### src/verilog/monitor_status_reg_port_defines.svh
`ifndef MONITOR_STATUS_REG_PORT_DEFINES_SVH
`define MONITOR_STATUS_REG_PORT_DEFINES_SVH

// ==========================================
// Register port geometry
`define ADDR_WIDTH        8
`define DATA_WIDTH        16
`define CODE_WIDTH        10
`define CODE_SHIFT        6

// ==========================================
// Region decode on address bits 7:6
`define REGION_STATUS_LO  2'h0
`define REGION_CONTROL    2'h1
`define REGION_STATUS_HI  2'h2

// ==========================================
// Status offsets
`define ADDR_DIE_TEMP     8'h00
`define ADDR_CORE_SUPPLY  8'h01
`define ADDR_AUX_SUPPLY   8'h02
`define ADDR_DED_INPUT    8'h03
`define ADDR_POS_REF      8'h04
`define ADDR_NEG_REF      8'h05
`define ADDR_BRAM_SUPPLY  8'h06
`define ADDR_RSVD_A       8'h07
`define ADDR_SUP_OFFSET   8'h08
`define ADDR_ADC_OFFSET   8'h09
`define ADDR_ADC_GAIN     8'h0A
`define ADDR_UNUSED_LO    8'h0B
`define ADDR_UNUSED_HI    8'h0C
`define ADDR_PROC_LP      8'h0D
`define ADDR_PROC_FP      8'h0E
`define ADDR_PROC_AUX     8'h0F

// ==========================================
// Control field: dedicated input mode
`define ADDR_INPUT_MODE   8'h41
`define INPUT_MODE_BIT    10

// ==========================================
// Reset values
`define RESULT_RESET      16'h0000
`define CTRL_RESET        16'h0000
`define READ_EMPTY        16'h0000

`endif

### src/verilog/monitor_status_pkg.sv
package monitor_status_pkg;

	// Register port sequencer states, one-hot
	typedef enum logic [1:0]
	{
		PORT_IDLE = 2'b01,
		PORT_EXEC = 2'b10
	} port_state_t;

	// Calibration coefficient selector
	typedef enum logic [1:0]
	{
		CAL_SUPPLY_OFFSET = 2'b00,
		CAL_ADC_OFFSET    = 2'b01,
		CAL_ADC_GAIN      = 2'b10
	} cal_sel_t;

endpackage

### src/verilog/monitor_status_reg_port.sv
`timescale 1ns/10ps
`include "monitor_status_reg_port_defines.svh"

// Notes on behaviour
// strobe pulse makes address and write select captured on next clock edge.
// master holds strobe high for exactly one clock per access.
// read with write select low; read data valid when done rises.
// master samples read data qualified by done, not fixed latency.
// write captures write data and address on edge after strobe.
// write raises done only once the addressed register is updated.
// master starts no new access until done has returned low.
// addresses 00h-3Fh and 80h-BFh form the read-only status region.
// results stored left-aligned in 16 bits, upper 10 bits hold code.
// die temperature result readable at 00h.
// core, aux, block-memory supply results at 01h, 02h, 06h.
// dedicated input result at 03h, coded per unipolar or bipolar mode.
// positive reference result at 04h, supply coding.
// negative reference result at 05h, bipolar two's complement coding.
// first variant holds coefficients at 08h-0Ah; second leaves them unused.
// 07h reserved; 0Bh-0Ch unused, contents to be ignored.
// processor parts hold low-power, full-power, aux results at 0Dh-0Fh.
// 40h-7Fh control region read/write; all other addresses read-only.
// write of any value to 03h pulses the monitor reset.
// 8-bit address decode, up to 256 registers of 16 bits.
// done is a one-cycle pulse per accepted access.
module monitor_status_reg_port
#(
	parameter bit FIRST_VARIANT = 1'b1,
	parameter bit HAS_PROC      = 1'b1,
	parameter int DATA_W        = 16,
	parameter int ADDR_W        = 8
)
(
	input  wire logic                   clk,
	input  wire logic                   resetn,
	input  wire logic                   access_strobe,
	input  wire logic                   write_select,
	input  wire logic [ADDR_W-1:0]      reg_addr_in,
	input  wire logic [DATA_W-1:0]      wr_data_in,
	output logic      [DATA_W-1:0]      rd_data_out,
	output logic                        access_done,
	input  wire logic                   conv_valid,
	input  wire logic [ADDR_W-1:0]      conv_addr,
	input  wire logic [`CODE_WIDTH-1:0] conv_code,
	input  wire logic                   cal_valid,
	input  wire logic [1:0]             cal_sel,
	input  wire logic [DATA_W-1:0]      cal_data,
	output logic                        monitor_reset_pulse,
	output logic                        dedicated_bipolar
);

	// ==========================================
	// Elaboration checks
	generate
		if (DATA_W != `DATA_WIDTH || ADDR_W != `ADDR_WIDTH)
		begin : g_bad_width
			$error("port widths must be 16 data and 8 address bits");
		end
		if (`CODE_WIDTH + `CODE_SHIFT != DATA_W)
		begin : g_bad_code
			$error("left-aligned converter code must fill the data word");
		end
		if (`INPUT_MODE_BIT >= DATA_W)
		begin : g_bad_mode_bit
			$error("input mode bit lies outside the control word");
		end
	endgenerate

	// ==========================================
	// Storage
	// Depths follow from the 8-bit address split
	localparam int STATUS_DEPTH = 128;
	localparam int CTRL_DEPTH   = 64;

	// Status and control words
	logic [DATA_W-1:0] status_mem [0:STATUS_DEPTH-1];
	logic [DATA_W-1:0] ctrl_mem   [0:CTRL_DEPTH-1];

	// Sequencer state and captured request
	monitor_status_pkg::port_state_t state_reg;
	monitor_status_pkg::port_state_t state_next;
	logic              we_reg;
	logic              we_next;
	logic [ADDR_W-1:0] addr_reg;
	logic [ADDR_W-1:0] addr_next;
	logic [DATA_W-1:0] wdata_reg;
	logic [DATA_W-1:0] wdata_next;

	// Read data and done strobe
	logic [DATA_W-1:0] rd_data_reg;
	logic [DATA_W-1:0] rd_data_next;
	logic              done_reg;
	logic              done_next;

	// Side outputs
	logic              mon_rst_reg;
	logic              mon_rst_next;
	logic              bipolar_reg;
	logic              bipolar_next;

	// ==========================================
	// Decode helpers
	// Port side
	logic [1:0]        acc_region;
	logic [6:0]        acc_status_idx;
	logic [5:0]        acc_ctrl_idx;
	logic              ctrl_wr;

	// Converter side
	logic [1:0]        conv_region;
	logic [6:0]        conv_idx;
	logic              conv_slot_ok;
	logic [`CODE_WIDTH-1:0] conv_coded;
	logic [DATA_W-1:0] conv_word;

	// Calibration side
	logic              cal_ok;
	logic [6:0]        cal_idx;

	// Port access decode
	assign acc_region     = addr_reg[7:6];
	assign acc_status_idx = {addr_reg[7], addr_reg[5:0]};
	assign acc_ctrl_idx   = addr_reg[5:0];
	assign ctrl_wr        = (state_reg == monitor_status_pkg::PORT_EXEC) && we_reg
		&& (acc_region == `REGION_CONTROL);

	// Conversion result slot decode
	assign conv_region = conv_addr[7:6];
	assign conv_idx    = {conv_addr[7], conv_addr[5:0]};

	always_comb
	begin
		conv_slot_ok = (conv_region == `REGION_STATUS_LO)
			|| (conv_region == `REGION_STATUS_HI);
		if (conv_addr == `ADDR_RSVD_A
			|| conv_addr == `ADDR_UNUSED_LO
			|| conv_addr == `ADDR_UNUSED_HI)
			conv_slot_ok = 1'b0;
		if (conv_addr >= `ADDR_SUP_OFFSET && conv_addr <= `ADDR_ADC_GAIN)
			conv_slot_ok = 1'b0; // Coefficients load only via cal port
		if (!HAS_PROC && conv_addr >= `ADDR_PROC_LP && conv_addr <= `ADDR_PROC_AUX)
			conv_slot_ok = 1'b0;
	end

	// Conversion coding per channel
	always_comb
	begin
		conv_coded = conv_code;
		if (conv_addr == `ADDR_NEG_REF)
			conv_coded = {~conv_code[`CODE_WIDTH-1], conv_code[`CODE_WIDTH-2:0]};
		else if (conv_addr == `ADDR_DED_INPUT && bipolar_reg)
			conv_coded = {~conv_code[`CODE_WIDTH-1], conv_code[`CODE_WIDTH-2:0]};
	end

	// Left-align the code into the 16-bit word
	assign conv_word = {conv_coded, {`CODE_SHIFT{1'b0}}};

	// Calibration coefficient slot decode
	always_comb
	begin
		cal_ok  = cal_valid && FIRST_VARIANT;
		cal_idx = 7'(`ADDR_SUP_OFFSET);
		unique case (cal_sel)
			2'(monitor_status_pkg::CAL_SUPPLY_OFFSET): cal_idx = 7'(`ADDR_SUP_OFFSET);
			2'(monitor_status_pkg::CAL_ADC_OFFSET):    cal_idx = 7'(`ADDR_ADC_OFFSET);
			2'(monitor_status_pkg::CAL_ADC_GAIN):      cal_idx = 7'(`ADDR_ADC_GAIN);
			default:                                   cal_ok  = 1'b0;
		endcase
	end

	// ==========================================
	// Status region storage
	always_ff @(posedge clk or negedge resetn)
	begin
		if (!resetn)
		begin
			for (int i = 0; i < STATUS_DEPTH; i++)
				status_mem[i] <= `RESULT_RESET;
		end
		else
		begin
			// Converter results
			if (conv_valid && conv_slot_ok)
				status_mem[conv_idx] <= conv_word;
			// Calibration words
			if (cal_ok)
				status_mem[cal_idx] <= cal_data;
		end
	end

	// ==========================================
	// Control region storage
	always_ff @(posedge clk or negedge resetn)
	begin
		if (!resetn)
		begin
			for (int i = 0; i < CTRL_DEPTH; i++)
				ctrl_mem[i] <= `CTRL_RESET;
		end
		else if (ctrl_wr)
		begin
			ctrl_mem[acc_ctrl_idx] <= wdata_reg;
		end
	end

	// ==========================================
	// Port sequencer next state
	always_comb
	begin
		state_next   = state_reg;
		we_next      = we_reg;
		addr_next    = addr_reg;
		wdata_next   = wdata_reg;
		rd_data_next = rd_data_reg;

		// Strobes idle low unless raised below
		done_next    = 1'b0;
		mon_rst_next = 1'b0;
		bipolar_next = ctrl_mem[6'(`ADDR_INPUT_MODE)][`INPUT_MODE_BIT];
		unique case (state_reg)
			monitor_status_pkg::PORT_IDLE:
			begin
				// Capture the request on the strobe edge
				if (access_strobe)
				begin
					we_next    = write_select;
					addr_next  = reg_addr_in;
					wdata_next = wr_data_in;
					state_next = monitor_status_pkg::PORT_EXEC;
				end
			end
			monitor_status_pkg::PORT_EXEC:
			begin
				// Strobes while in flight are ignored
				if (!we_reg)
				begin
					// Read mux; reserved and unused slots read as zero
					unique case (acc_region)
						`REGION_CONTROL:
							rd_data_next = ctrl_mem[acc_ctrl_idx];
						`REGION_STATUS_LO, `REGION_STATUS_HI:
							rd_data_next = status_mem[acc_status_idx];
						default:
							rd_data_next = `READ_EMPTY;
					endcase
					if (addr_reg == `ADDR_RSVD_A
						|| addr_reg == `ADDR_UNUSED_LO
						|| addr_reg == `ADDR_UNUSED_HI)
						rd_data_next = `READ_EMPTY;
					// Slots absent on this variant read as zero
					if (!FIRST_VARIANT && addr_reg >= `ADDR_SUP_OFFSET
						&& addr_reg <= `ADDR_ADC_GAIN)
						rd_data_next = `READ_EMPTY;
					if (!HAS_PROC && addr_reg >= `ADDR_PROC_LP
						&& addr_reg <= `ADDR_PROC_AUX)
						rd_data_next = `READ_EMPTY;
				end
				else if (addr_reg == `ADDR_DED_INPUT)
				begin
					mon_rst_next = 1'b1;
				end
				done_next  = 1'b1;
				state_next = monitor_status_pkg::PORT_IDLE;
			end
		endcase
	end

	// ==========================================
	// Port sequencer registers
	always_ff @(posedge clk or negedge resetn)
	begin
		if (!resetn)
		begin
			// Idle with no access in flight
			state_reg   <= monitor_status_pkg::PORT_IDLE;
			we_reg      <= 1'b0;
			addr_reg    <= 8'h00;
			wdata_reg   <= 16'h0000;
			rd_data_reg <= 16'h0000;
			done_reg    <= 1'b0;
			mon_rst_reg <= 1'b0;
			bipolar_reg <= 1'b0;
		end
		else
		begin
			state_reg   <= state_next;
			we_reg      <= we_next;
			addr_reg    <= addr_next;
			wdata_reg   <= wdata_next;
			rd_data_reg <= rd_data_next;
			done_reg    <= done_next;
			mon_rst_reg <= mon_rst_next;
			bipolar_reg <= bipolar_next;
		end
	end

	// ==========================================
	// Outputs straight from flops
	assign rd_data_out         = rd_data_reg;
	assign access_done         = done_reg;
	assign monitor_reset_pulse = mon_rst_reg;
	assign dedicated_bipolar   = bipolar_reg;

endmodule

### config.mk
export PLATFORM = sky130hd
export DESIGN_NAME = monitor_status_reg_port
export DESIGN_NICKNAME = d
export VERILOG_FILES = /design/src/verilog/monitor_status_pkg.sv /design/src/verilog/monitor_status_reg_port.sv
export VERILOG_INCLUDE_DIRS = /design/src /design/src/verilog
export SDC_FILE = /design/constraint.sdc
export NUM_CORES = 2
export LEC_CHECK = 0
export BUFFER_PORTS_ARGS = -buffer_cell sky130_fd_sc_hd__buf_2
export CAP_MARGIN = 20
export CELL_PAD_IN_SITES_DETAIL_PLACEMENT = 1
export CELL_PAD_IN_SITES_GLOBAL_PLACEMENT = 1
export CORE_UTILIZATION = 45
export DETAILED_ROUTE_END_ITERATION = 16
export PLACE_DENSITY_LB_ADDON = 0.1
export SLEW_MARGIN = 5
export SYNTH_ARGS = -nofsm -noshare
export SYNTH_HDL_FRONTEND = slang
export SYNTH_SLANG_ARGS = --single-unit
### constraint.sdc
create_clock -name clk -period 2.8 [get_ports clk]
set_clock_uncertainty 0.1 [all_clocks]
set_input_delay 0 -clock clk [delete_from_list [all_inputs] [get_ports clk]]
set_output_delay 0 -clock clk [all_outputs]
set_load 0.05 [all_outputs]
==> results.md <==
- Status: complete, but fails checks
- Violated checks: setup timing
- Width of the chip: 490 µm
- Crit share post-route: 1.30
- Hold Violations, Final: 0
- Root buffer cell: clkbuf_16
- R2R Setup Slk: -0.85 ns
- Slew margin rel.: 0.276
- Final Critical Period: approximately 3.7 ns
- Yosys cell types: 90
- Post-route cell area: 0.135 mm²
- Syn avg cell area: 13.4 µm²
- Synth top area share: 0.554
- Psw: between 40 and 50 mW
- Switching share of power: 0.368
- DR WL/cell: 34.8 µm
- Achievable Freq: 274 MHz
- XOR/XNOR Fraction of Synth Area: 0.0000817
- Layout Nets: a little over 9000
- Routability cong.: 0.947
- Hold Crit Class: input pin to flip-flop
- Syn Inst Count: 8017
- Placement Cell Area: 0.119 mm²
- Initial antenna violation count: 20
- First-pass GRT wire length: just over 600000 µm
- Largest family of logic cells by synthesized area: multiplexers
- Simple-Gate Fraction of Synth Area: 0.0336
- Num CTS Buffers: 283
- Yosys reg bits: 2374
- Clock sinks: 2374
- Setup crit end kind: flip-flop
- Antenna Nets Post-Route: 0
- Register area share after synthesis: 0.554
- RSZ-0062 raised after global routing: true
- I/O pin count: 85
- Crit path launch type: flip-flop
- Area of the multi-input gates: 0.0468 mm²
- Logic pwr share: 0.373
- CP arrival: approximately 4.3 ns
- Synth Flop Type: dfrtp_1
- Fill cells: roughly 22000
- Total Routing Usage GR: 0.357
- Worst Setup Slack, final: -0.851 ns
- Syn Nets: a little over 8000
- Number of DRC markers in iteration 0: ~7000
- Post-Route WL: between 400000 and 500000 µm
- Place WS: -1.28 ns
- Ys async rst share: 1.00
- CTS tree: yes
- Layout cell share with drive strength beyond 1: 0.500
- Final slew viol count: 0
- Max reg flops: ~1300
- Area growth syn-to-layout: 26.2%
- Worst vdd ir: roughly 0.76 mV
- CTS max path bufs: 4
- Vias per cell: 6.26
- Synth top area cells: dfrtp_1 (55%), mux2_2 (24%), mux2i_1 (3.0%), mux4_2 (2.0%), a22oi_1 (1.6%)
- Die Area: around 0.24 mm²
- Max-Cap Viols: 0
- Largest area contributor in the netlist: dfrtp_1
- Register area: 0.0595 mm²
- Setup Crit Path Kind: flip-flop to flip-flop
- P_int: 78.4 mW
- Sequential share of power: 0.330
- Leak: about 64 nW
- Clock-pin slew of the registers on the worst-case setup and hold paths: 0.06 ns
- DIE HEIGHT: 490 µm
- Worst slew pin tran: 1.09 ns
- DRC: 0
- Clock group share of total power: 0.297
- Post-synth EDFFs: 0
- HPWL after detailed placement: roughly 280000 µm
- Power density cells: 917 mW/mm²
- Htree depth: 5
- Compound-cell area share of the yosys netlist: 0.0817
- Multiplexer share of the synthesized area: 0.295
- Crit path required time: 3.47 ns
- Endpoints failing setup: 173
- CP max FO: 6
- Skew-Pair Late Insertion Delay: 0.93 ns
- Vias in the first global route: 82963
- Initial Util: 0.454
- Adder-cell share of the synthesized area: 0.000467
- Std-Cell Rows: 178
- Core ar.: 0.236 mm²
- Port bufs: 84
- Biggest register: status_mem
- Maximum number of pins on one net before global-route repair: 130
- Biggest regs: status_mem (1304), ctrl_mem (1023)
- Congestion Overflow GR: 0
- First drt pass iteration count: 6
- Syn Std Cell Area: 0.107 mm²
- YS warnings: 0
- Vias: 77533
==> stage by stage <==
step | instances | hold slack [ns] | util | power, mW | TNS [ns]
global placement | 11561 | -0.153 | 0.504 | 78.4 | -57.92
finish | 12390 | 0.0349 | 0.573 | 124 | -13.52
floorplan | 8017 | -0.396 | - | 55.8 | 0
detailed placement | 11562 | -0.149 | 0.504 | 79.0 | -73.71
CTS | 12343 | 0.0755 | 0.568 | 122 | -11.84
global route | 12387 | 0.0448 | 0.573 | 127 | -14.33
==> worst max-delay path, cell delays in order (launching register included) <==
cell	delay, ns
dfrtp_4	0.54
buf_12	0.17
buf_16	0.15
and3_4	0.21
buf_4	0.16
buf_12	0.15
buf_12	0.14
buf_4	0.16
a22oi_2	0.16
nand2_1	0.12
a21oi_1	0.13
buf_4	0.20
o22ai_1	0.14
a2111oi_4	0.60
buf_4	0.25
o221ai_2	0.10
==> cells by family after synthesis <==
family / after synthesis
muxes: 2756
AOI/OAI and AO/OA: 1285
adders and majority gates: 4
buffers and inverters: 790
and+or+nand+nor: 807
DFF: 2374
xor gates and xnor gates: 1
==> power groups by stage <==
| stage | Combinational [mW] | Sequential, mW | Clock (mW) |
|---|---|---|---|
| global placement | 37.3 | 41.1 | 0 |
| CTS | 43.8 | 40.8 | 37.3 |
| finish | 46.3 | 41.0 | 36.9 |
| floorplan | 16.5 | 39.3 | 0 |
| detailed placement | 37.7 | 41.3 | 0 |
| global route | 46.7 | 41.2 | 38.6 |
==> final cells by class <==
type                            count  area share
Antenna cell                        5   0.0000924
Clock buffer                      429      0.0628
Clock inverter                     48     0.00477
Inverter                           10    0.000527
Multi-Input combinational cell   4854       0.346
Sequential cell                  2374       0.439
Tap cell                         3150      0.0291
Timing Repair Buffer             1520       0.117
==> final timing paths <==
path / startpoint / end / cells after the start
setup / recovery: addr_reg[0]$_DFFE_PN0P_ / rd_data_out[6]$_DFFE_PN0P_ / 15
hold / removal: conv_valid / status_mem[1244]$_DFFE_PN0P_ / 6
setup reg to reg: addr_reg[0]$_DFFE_PN0P_ / rd_data_out[6]$_DFFE_PN0P_ / 15
hold reg to reg: status_mem[1855]$_DFFE_PN0P_ / status_mem[1855]$_DFFE_PN0P_ / 0
max in group asynchronous: resetn / status_mem[1516]$_DFFE_PN0P_ / 6
min in group asynchronous: resetn / ctrl_mem[187]$_DFFE_PN0P_ / 4
==> Yosys cell counts, types with 7 or more instances <==
cell	n
dfrtp_1	2373
mux2_2	2324
clkbuf_1	395
mux2i_1	324
nand2_1	302
a21oi_1	290
nor2_1	272
a22oi_1	234
buf_2	228
o21ai_0	210
a221oi_1	160
mux4_2	93
o22ai_1	81
a31oi_1	67
buf_1	65
buf_4	56
nor2_2	47
a22o_1	46
a221o_1	45
buf_6	31
nor3_1	31
nand3_1	30
a222oi_1	28
nor4_1	19
o221ai_1	18
o2bb2ai_1	18
o211ai_1	17
nand2b_1	16
nand4_1	16
mux2_1	14
a211oi_1	10
o22a_1	9
and2_1	8
nor2b_1	8
or3_1	8
a211o_1	7
a41oi_1	7
nand3b_1	7
or4_1	7
==> layer usage <==
layer	routed length (µm)	global-route usage	share of wire
met2	194000	0.543	0.45
met4	24600	0.175	0.057
met1	182000	0.491	0.42
met3	30400	0.0648	0.071
met5	111	0	0.00026
==> what timing repair did <==
action,in CTS,in global routing
hold endpoints to repair,3658,0
hold buffers,147,0
pin swaps,129,87
gates resized for setup,555,207
gates cloned,25,3
setup endpoints to repair,655,864
buffers inserted,143,48
==> layout by cell type (no fill, tap or decap), types with 15 or more instances in the layout <==
cell,instances
a31oi_1,49
nand4_1,16
mux2_4,128
a221o_1,45
o22ai_1,62
clkbuf_16,296
buf_12,253
nor2_1,243
buf_8,22
a21oi_2,37
mux2_2,2200
o21ai_0,182
o211ai_1,17
buf_6,91
dfrtp_1,2352
mux4_2,93
buf_4,904
a22oi_2,25
clkbuf_8,70
o2bb2ai_1,16
dlygate4sd3_1,146
a22oi_1,209
a22o_1,45
clkbuf_1,68
nor2_2,52
a21oi_1,248
nand3_1,25
mux2i_1,310
nor2_4,24
buf_2,74
a222oi_1,28
clkinv_2,26
o21ai_1,23
a221oi_2,55
nand2_1,283
bufinv_16,15
buf_16,19
a221oi_1,100
Note: power is estimated with default switching activity, not from simulation.
